File: src/verilog/pfcs_pkg.sv
`default_nettype none
package pfcs_pkg;
    localparam int CLK_MHZ = 200;
    // write strobe width; must exceed the 5 ns glitch filter
    localparam int STROBE_NS = 40;
    localparam int STROBE_CYC = (STROBE_NS * CLK_MHZ + 999) / 1000;
    // setup and recovery around each strobe
    localparam int SETUP_NS = 10;
    localparam int SETUP_CYC = (SETUP_NS * CLK_MHZ + 999) / 1000;
    // read cycle time
    localparam int READ_NS = 90;
    localparam int READ_CYC = (READ_NS * CLK_MHZ + 999) / 1000;
    // maximum byte program time
    localparam int PROG_US = 20;
    localparam int PROG_CYC = PROG_US * CLK_MHZ;
    localparam int ADDR_W = 20;
    localparam int CNT_W = 16;
    localparam logic [19:0] UNLOCK_A1 = 20'h05555;
    localparam logic [19:0] UNLOCK_A2 = 20'h02AAA;
    localparam logic [7:0] UNLOCK_D1 = 8'hAA;
    localparam logic [7:0] UNLOCK_D2 = 8'h55;
    localparam logic [7:0] CODE_PROG = 8'hA0;
    localparam logic [7:0] CODE_ERASE = 8'h80;
    localparam logic [7:0] CODE_SECTOR = 8'h30;
    localparam logic [7:0] CODE_BLOCK = 8'h50;
    localparam logic [7:0] CODE_CHIP = 8'h10;
    localparam int SECTOR_LSB = 12;
    localparam int BLOCK_LSB = 16;
    localparam int POLL_BIT = 7;
    localparam int TOGGLE_BIT = 6;
    typedef enum logic [2:0]
    {
        PFCS_OP_READ,
        PFCS_OP_PROG,
        PFCS_OP_SECTOR,
        PFCS_OP_BLOCK,
        PFCS_OP_CHIP
    } pfcs_op_e;
endpackage
`default_nettype wire

File: src/verilog/pfcs_bus_cycle.sv
`default_nettype none
// one bus cycle on the flash pins: write or read
module pfcs_bus_cycle (
    input wire logic clk,
    input wire logic arst_n,
    input wire logic clkEn,
    input wire logic start,
    input wire logic isWrite,
    input wire logic [19:0] addrIn,
    input wire logic [7:0] dataIn,
    input wire logic [7:0] flashDqIn,
    output logic busy,
    output logic done,
    output logic [7:0] rdData,
    output logic flashCeN,
    output logic flashOeN,
    output logic flashWeN,
    output logic [19:0] flashAddr,
    output logic [7:0] flashDqOut,
    output logic flashDqOe
);
    typedef enum logic [1:0] {BC_IDLE, BC_SETUP, BC_STROBE, BC_HOLD} pfcs_bc_e;
    typedef struct packed {
        pfcs_bc_e st;
        logic [7:0] cnt;
        logic wr;
        logic ce;
        logic oe;
        logic we;
        logic [19:0] addr;
        logic [7:0] dout;
        logic [7:0] rd;
        logic done;
    } pfcs_bc_s;
    pfcs_bc_s s_q, s_d;

    always_comb
    begin
        s_d = s_q;
        s_d.done = 1'b0;
        case (s_q.st)
            BC_IDLE:
            begin
                s_d.ce = 1'b1;
                s_d.oe = 1'b1;
                s_d.we = 1'b1;
                if (start)
                begin
                    s_d.st = BC_SETUP;
                    s_d.wr = isWrite;
                    s_d.addr = addrIn;
                    s_d.dout = dataIn;
                    s_d.ce = 1'b0;
                    s_d.cnt = 8'(pfcs_pkg::SETUP_CYC);
                end
            end
            BC_SETUP:
            begin
                if (s_q.cnt <= 8'h01)
                begin
                    s_d.st = BC_STROBE;
                    // strobe under select
                    if (s_q.wr)
                    begin
                        s_d.we = 1'b0;
                        s_d.cnt = 8'(pfcs_pkg::STROBE_CYC);
                    end
                    else
                    begin
                        s_d.oe = 1'b0;
                        s_d.cnt = 8'(pfcs_pkg::READ_CYC);
                    end
                end
                else
                    s_d.cnt = s_q.cnt - 8'h01;
            end
            BC_STROBE:
            begin
                if (s_q.cnt <= 8'h01)
                begin
                    s_d.st = BC_HOLD;
                    s_d.we = 1'b1;
                    s_d.oe = 1'b1;
                    s_d.rd = flashDqIn;
                    s_d.cnt = 8'(pfcs_pkg::SETUP_CYC);
                end
                else
                    s_d.cnt = s_q.cnt - 8'h01;
            end
            BC_HOLD:
            begin
                if (s_q.cnt <= 8'h01)
                begin
                    s_d.st = BC_IDLE;
                    s_d.ce = 1'b1;
                    s_d.done = 1'b1;
                end
                else
                    s_d.cnt = s_q.cnt - 8'h01;
            end
            default:
                s_d.st = BC_IDLE;
        endcase
    end

    always_ff @(posedge clk or negedge arst_n)
    begin
        if (!arst_n)
            s_q <= '{st: BC_IDLE, ce: 1'b1, oe: 1'b1, we: 1'b1, default: '0};
        else if (clkEn)
            s_q <= s_d;
    end

    assign busy = (s_q.st != BC_IDLE);
    assign done = s_q.done;
    assign rdData = s_q.rd;
    assign flashCeN = s_q.ce;
    assign flashOeN = s_q.oe;
    assign flashWeN = s_q.we;
    assign flashAddr = s_q.addr;
    assign flashDqOut = s_q.dout;
    // drive bus only for writes, output gate high
    assign flashDqOe = s_q.wr && (s_q.st != BC_IDLE);
endmodule
`default_nettype wire

File: src/verilog/pfcs_host.sv
`default_nettype none
// Summary of operation
// Each command cycle pulses write strobe low while chip select stays low.
// Address and data stay stable across the whole strobe, for either latching edge.
// Reads are plain cycles; device wakes itself, host adds no delay.
// Power-up low-power exclusion is device internal; host idles select high.
// Host drives data only while output gate is high, samples when both low.
// Select is high whenever the host is idle.
// Host software erases the sector before programming a byte.
// Program sends three unlock cycles then address and data.
// Program polling gives up after the twenty microsecond bound.
// During programming the host only reads status, sends no commands.
// Sector address is aligned to 4 KB, block to 64 KB.
// Sector erase sends six cycles ending with sector code at sector address.
// Block erase sends six cycles ending with block code at block address.
// Sixth cycle carries target address and erase code in one strobe.
// No command is issued while an erase runs.
// Chip erase sends six cycles ending with chip code at unlock address.
// During chip erase the host only polls status.
// Polling starts right after the launching strobe.
// Write strobe is always much wider than five nanoseconds.
// Output gate stays high during every write cycle.
// Done when completion bit shows written data, or one after erase.
// Done when two consecutive reads show the toggle bit steady.
// Sequences are always sent whole, so no aborts are provoked.
// After completion the host accepts a new operation.
// Host waits for completion before issuing the next sequence; after an program timeout it goes idle without completion.
module pfcs_host (
    input wire logic clk,
    input wire logic arst_n,
    input wire logic clkEn,
    input wire logic reqValid,
    output logic reqReady,
    input wire logic [2:0] reqOp,
    input wire logic [19:0] reqAddr,
    input wire logic [7:0] reqData,
    output logic rspValid,
    output logic [7:0] rspData,
    output logic rspTimeout,
    input wire logic [7:0] flashDqIn,
    output logic flashCeN,
    output logic flashOeN,
    output logic flashWeN,
    output logic [19:0] flashAddr,
    output logic [7:0] flashDqOut,
    output logic flashDqOe
);
    typedef enum logic [2:0] {H_IDLE, H_ISSUE, H_WAIT, H_POLL, H_POLLWAIT, H_DONE} pfcs_h_e;
    typedef struct packed {
        pfcs_h_e st;
        pfcs_pkg::pfcs_op_e op;
        logic [2:0] step;
        logic [19:0] addr;
        logic [7:0] data;
        logic [7:0] prev;
        logic havePrev;
        logic [31:0] tmr;
        logic [7:0] rsp;
        logic tout;
        logic rv;
    } pfcs_h_s;
    pfcs_h_s s_q, s_d;

    logic bcStart, bcWrite, bcBusy, bcDone;
    logic [19:0] bcAddr;
    logic [7:0] bcData, bcRd;
    logic [2:0] lastStep;
    logic [19:0] alignAddr;

    pfcs_bus_cycle u_cycle (
        .clk(clk),
        .arst_n(arst_n),
        .clkEn(clkEn),
        .start(bcStart),
        .isWrite(bcWrite),
        .addrIn(bcAddr),
        .dataIn(bcData),
        .flashDqIn(flashDqIn),
        .busy(bcBusy),
        .done(bcDone),
        .rdData(bcRd),
        .flashCeN(flashCeN),
        .flashOeN(flashOeN),
        .flashWeN(flashWeN),
        .flashAddr(flashAddr),
        .flashDqOut(flashDqOut),
        .flashDqOe(flashDqOe)
    );

    // target alignment
    always_comb
    begin
        alignAddr = s_q.addr;
        if (s_q.op == pfcs_pkg::PFCS_OP_SECTOR)
            alignAddr[pfcs_pkg::SECTOR_LSB-1:0] = '0;
        else if (s_q.op == pfcs_pkg::PFCS_OP_BLOCK)
            alignAddr[pfcs_pkg::BLOCK_LSB-1:0] = '0;
    end

    // sequence tables
    always_comb
    begin
        lastStep = (s_q.op == pfcs_pkg::PFCS_OP_PROG) ? 3'h3 : 3'h5;
        bcWrite = (s_q.op != pfcs_pkg::PFCS_OP_READ) && (s_q.st == H_ISSUE);
        bcAddr = s_q.addr;
        bcData = s_q.data;
        case (s_q.step)
            3'h0, 3'h3:
            begin
                bcAddr = pfcs_pkg::UNLOCK_A1;
                bcData = pfcs_pkg::UNLOCK_D1;
            end
            3'h1, 3'h4:
            begin
                bcAddr = pfcs_pkg::UNLOCK_A2;
                bcData = pfcs_pkg::UNLOCK_D2;
            end
            3'h2:
            begin
                bcAddr = pfcs_pkg::UNLOCK_A1;
                bcData = (s_q.op == pfcs_pkg::PFCS_OP_PROG) ?
                    pfcs_pkg::CODE_PROG : pfcs_pkg::CODE_ERASE;
            end
            default:
                bcAddr = s_q.addr;
        endcase
        // final cycle target and code
        if (s_q.step == lastStep)
        begin
            bcAddr = (s_q.op == pfcs_pkg::PFCS_OP_CHIP) ? pfcs_pkg::UNLOCK_A1 : alignAddr;
            bcData = (s_q.op == pfcs_pkg::PFCS_OP_PROG) ? s_q.data :
                     (s_q.op == pfcs_pkg::PFCS_OP_SECTOR) ? pfcs_pkg::CODE_SECTOR :
                     (s_q.op == pfcs_pkg::PFCS_OP_BLOCK) ? pfcs_pkg::CODE_BLOCK :
                     pfcs_pkg::CODE_CHIP;
        end
        if (s_q.st == H_POLL || s_q.op == pfcs_pkg::PFCS_OP_READ)
            bcAddr = alignAddr;
    end

    always_comb
    begin
        s_d = s_q;
        s_d.rv = 1'b0;
        bcStart = 1'b0;
        case (s_q.st)
            H_IDLE:
            begin
                // accept new work when idle
                if (reqValid)
                begin
                    // reserved codes fall back to plain reads
                    s_d.op = (reqOp > 3'h4) ? pfcs_pkg::PFCS_OP_READ :
                        pfcs_pkg::pfcs_op_e'(reqOp);
                    s_d.addr = reqAddr;
                    s_d.data = reqData;
                    s_d.step = 3'h0;
                    s_d.st = H_ISSUE;
                end
            end
            H_ISSUE:
            begin
                bcStart = 1'b1;
                s_d.st = H_WAIT;
            end
            H_WAIT:
            begin
                if (bcDone)
                begin
                    if (s_q.op == pfcs_pkg::PFCS_OP_READ)
                    begin
                        s_d.rsp = bcRd;
                        s_d.tout = 1'b0;
                        s_d.st = H_DONE;
                    end
                    else if (s_q.step == lastStep)
                    begin
                        // poll from the launching strobe onward
                        s_d.havePrev = 1'b0;
                        s_d.tmr = '0;
                        s_d.st = H_POLL;
                    end
                    else
                    begin
                        s_d.step = s_q.step + 3'h1;
                        s_d.st = H_ISSUE;
                    end
                end
            end
            H_POLL:
            begin
                // only status reads while busy
                bcStart = 1'b1;
                s_d.st = H_POLLWAIT;
            end
            H_POLLWAIT:
            begin
                s_d.tmr = s_q.tmr + 32'h1;
                if (bcDone)
                begin
                    s_d.prev = bcRd;
                    s_d.havePrev = 1'b1;
                    // steady toggle and expected completion bit
                    if (s_q.havePrev &&
                        s_q.prev[pfcs_pkg::TOGGLE_BIT] == bcRd[pfcs_pkg::TOGGLE_BIT] &&
                        bcRd[pfcs_pkg::POLL_BIT] == ((s_q.op == pfcs_pkg::PFCS_OP_PROG) ?
                            s_q.data[pfcs_pkg::POLL_BIT] : 1'b1))
                    begin
                        s_d.rsp = bcRd;
                        s_d.tout = 1'b0;
                        s_d.st = H_DONE;
                    end
                    // program bound exceeded
                    else if (s_q.op == pfcs_pkg::PFCS_OP_PROG &&
                             s_q.tmr >= 32'(pfcs_pkg::PROG_CYC))
                    begin
                        s_d.rsp = bcRd;
                        s_d.tout = 1'b1;
                        s_d.st = H_DONE;
                    end
                    else
                        s_d.st = H_POLL;
                end
            end
            H_DONE:
            begin
                // response after completion, or after the program timeout
                s_d.rv = 1'b1;
                s_d.st = H_IDLE;
            end
            default:
                s_d.st = H_IDLE;
        endcase
    end

    always_ff @(posedge clk or negedge arst_n)
    begin
        if (!arst_n)
            s_q <= '{st: H_IDLE, op: pfcs_pkg::PFCS_OP_READ, default: '0};
        else if (clkEn)
            s_q <= s_d;
    end

    assign reqReady = (s_q.st == H_IDLE);
    assign rspValid = s_q.rv;
    assign rspData = s_q.rsp;
    assign rspTimeout = s_q.tout;
endmodule
`default_nettype wire

File: config.mk
export PLATFORM = sky130hd
export DESIGN_NAME = pfcs_host
export DESIGN_NICKNAME = d
export VERILOG_FILES = /design/src/verilog/pfcs_pkg.sv /design/src/verilog/pfcs_bus_cycle.sv /design/src/verilog/pfcs_host.sv
export SDC_FILE = /design/constraint.sdc
export NUM_CORES = 1
export LEC_CHECK = 0
export BUFFER_PORTS_ARGS = -buffer_cell sky130_fd_sc_hd__clkbuf_2
export CORE_MARGIN = 2
export CORE_UTILIZATION = 40
export CTS_BUF_LIST = sky130_fd_sc_hd__clkbuf_4 sky130_fd_sc_hd__clkbuf_8
export CTS_CLUSTER_DIAMETER = 60
export DETAILED_ROUTE_END_ITERATION = 7
export SLEW_MARGIN = 20
export SYNTH_ARGS = -nofsm -noshare
export SYNTH_HDL_FRONTEND = slang
export SYNTH_SLANG_ARGS = --single-unit
File: constraint.sdc
create_clock -name clk -period 2.3 [get_ports clk]
set_clock_uncertainty 0.1 [all_clocks]
set_input_delay 0.115 -clock clk [delete_from_list [all_inputs] [get_ports clk]]
set_output_delay 0.115 -clock clk [all_outputs]
set_load 0.02 [all_outputs]
==> flow_metrics.env <==
export IMPL_synthCells=704
export IMPL_syn_num_nets=761
export IMPL_report_final_slew_viol_count=0
export IMPL_final_hold_violation_count=0
export IMPL_synth_seq_area_share_pct=46.51
export IMPL_fin_area_sq_um=8561
export IMPL_cp_required_ps=2520
export IMPL_r2r_start="u_cycle.s_q[44]"
export IMPL_ff_latch_area_sq_um=3308
export IMPL_detail_route_antenna_nets=0
export IMPL_crit_buf_inv=0
export IMPL_ys_flop_type="dfrtp_1"
export IMPL_worst_pin_slew_ps=677.7
export IMPL_critPathMaxStageDelay_ps=550
export IMPL_fin_nets=876
export IMPL_setup_tns_ps=0
export IMPL_async_flop_share_pct=100.0
export IMPL_rsz0062_at_grt="false"
export IMPL_critical_path_cell_count=5
export IMPL_cp_max_fo=7
export IMPL_ys_types=71
export IMPL_r2r_setup_slack_ps=90
export IMPL_syn_avg_cell_area_sq_um=10.10
export IMPL_place_hpwl_um=12190
export IMPL_grt_pass1_wl_um=28250
export IMPL_synthTopCellsByArea="dfrtp_1, mux2_2, buf_4"
export IMPL_synth_cell_area_sq_um=7111
export IMPL_final_common_cell="dfrtp_1"
export IMPL_cts_tree="done"
export IMPL_period_minus_slack_ps=2211
export IMPL_r2r_end="u_cycle.s_q[45]"
export IMPL_grt_pass1_vias=5800
export IMPL_diodes=0
export IMPL_antenna_found_initial=0
export IMPL_hold_depth=3
export IMPL_hp_start="clkEn"
export IMPL_drc=0
export IMPL_drive_gt1_share_pct=29.09
export IMPL_start_kind="register"
export IMPL_dpl_cell_area_sq_um=7675
export IMPL_crit_path_top_delay_cell="or4_4"
export IMPL_yosysTopAreaCellShare_pct=45.40
export IMPL_cts_made_buffers=17
export IMPL_synth_edf_count=0
export IMPL_pin_count=86
export IMPL_cpLargestDelayFamily="simple AND/OR/NAND/NOR gates"
export IMPL_synth_seq_cells=132
export IMPL_drt_pass1_iterations=8
export IMPL_root_buffer="clkbuf_8"
export IMPL_routedWlPerCell_um=16.29
export IMPL_cts_sinks=132
export IMPL_crit_chain="or4_4 -> or3_1 -> o21ai_1 -> o22ai_1 -> a22o_1"
export IMPL_post_route_util_pct=49.32
export IMPL_pre_cts_ws_ps=45.40
export IMPL_synth_top_area_cell="dfrtp_1"
export IMPL_rr_worst_depth=5
export IMPL_run_status="finished, final reports clean"
export IMPL_worstSkewPairLatency_ps=440
export IMPL_clk_pin_slew_ps=80
export IMPL_p_leak_nw=3.771
export IMPL_io_buffers=85
export IMPL_h_tree_depth=4
export IMPL_cp_data_arrival_time_ps=2430
export IMPL_whs_endpoint="s_q[10]"
export IMPL_die_w_um=137.3
export IMPL_cp_end_kind="register"
export IMPL_dr_first_iter_drc_count=357
export IMPL_vias=5767
export IMPL_grt_max_degree=48
export IMPL_final_cell_mix="dfrtp_1, clkbuf_2, nand2_1, mux2_2, a21oi_1"
export IMPL_die_height_um=137.3
export IMPL_core_area_sq_um=17360
export IMPL_groute_usage_overall_pct=18.91
export IMPL_min_period_over_period_pct=96.11
export IMPL_max_freq_ghz=0.4524
export IMPL_maxCapViolations=0
export IMPL_ir_drop_mv=0.6417
export IMPL_critPathKind="register to register"
export IMPL_multi_input_area_sq_um=3284
export IMPL_worstHoldPathType="input pin to register"
export IMPL_cts_path_max_buffers=2
export IMPL_rows=48
export IMPL_setup_violations=0
export IMPL_max_slew_margin_pct=54.82
export IMPL_dieArea_sq_um=18860
export IMPL_ys_warn_count=0
export IMPL_viasPerCell=5.456
export IMPL_drt_wl_total_um=17220
export IMPL_globalplace_congestion=0.8476
export IMPL_gr_total_overflow=0
export IMPL_n_fill_cell=1552
export IMPL_syn_to_final_growth_pct=20.39
export IMPL_setup_ws_ps=89.44
export IMPL_initial_utilization_pct=40.97
export IMPL_powerDensity_nw_per_um2=1110
flip-flops by register name, summed over array words and instances, names as in the netlist:
signal,cells
s_q,67
u_cycle.flashAddr,20
u_cycle.s_q,11
rspData,8
u_cycle.flashDqOut,8
u_cycle.rdData,8
alignAddr,4
rspTimeout,1
rspValid,1
u_cycle.done,1
u_cycle.flashCeN,1
u_cycle.flashOeN,1
u_cycle.flashWeN,1
per-stage QoR:
step                      hold WS [ps]  power [W]  std cells
after floorplan                 -280.6   0.006553        704
after global placement           86.00   0.007233        982
after detailed placement         94.22   0.007379        982
after CTS                        2.556   0.009531       1054
after global routing             15.39    0.01021       1057
final                            14.86   0.009506       1057
power breakdown:
part	internal, W	switching (W)
registers	0.00311	0.000538
clock network	0.00110	0.000966
logic	0.00168	0.00212
total	0.00589	0.00362
worst min-delay path, cell delays in order:
cell and delay, ps:
clkbuf_2 160, nand4bb_4 140, o21ai_0 80
routing by layer:
layer	up-vias	global-route usage (%)	share of wire (%)
met3	13	4.783	4.0
met4	0	4.811	0.87
li1	2775	-	-
met1	2871	24.89	46
met5	-	0	0
met2	108	31.18	50
synth_stat cells (12+ instances only):
cell	n
or4_1	16
nand3_1	22
o21ai_0	36
mux2_2	51
a21oi_1	46
inv_1	27
clkbuf_1	17
dfrtp_1	129
ha_1	14
o31ai_1	20
nor3_1	12
nor2_1	33
buf_4	41
nand2_1	64
layout make-up:
cell class / instances / area share, %
Inverter: 27 / 1.184
Clock buffer: 18 / 2.821
Timing Repair Buffer: 165 / 13.62
Clock inverter: 14 / 2.075
Multi-Input combinational cell: 476 / 38.37
Sequential cell: 132 / 38.64
Tap cell: 225 / 3.289
cell families (layout without fill, tap and decap cells):
group / Yosys count / after routing / synth area share [%]
muxes: 54 / 54 / 8.499
DFF: 132 / 132 / 46.51
and+or+nand+nor: 222 / 222 / 17.39
xor gates and xnor gates: 8 / 8 / 0.9854
AOI/OAI and AO/OA: 177 / 178 / 16.33
adders and majority gates: 14 / 14 / 2.464
buffers and inverters: 97 / 224 / 7.830
worst max-delay path by stage:
stage / slack [ps] / end / from
2_1_floorplan: 120 / u_cycle.rdData[0] / u_cycle.s_q[45]
5_1_grt: 2 / u_cycle.s_q[45] / u_cycle.s_q[44]
4_1_cts: 10 / s_q[29] / s_q[84]
6_report: 90 / u_cycle.s_q[45] / u_cycle.s_q[44]
3_5_place_dp: 50 / u_cycle.s_q[44] / u_cycle.s_q[44]
3_3_place_gp: 110 / rspData[5] / s_q[84]
repair_timing:
| item | in CTS | in global routing |
|---|---|---|
| hold buffers | 40 | 0 |
| hold endpoints to repair | 80 | 0 |
| setup buffers | 0 | 2 |
| setup endpoints to repair | 0 | 53 |
| gates resized for setup | 0 | 10 |
Power figures use the tool's default switching activity.
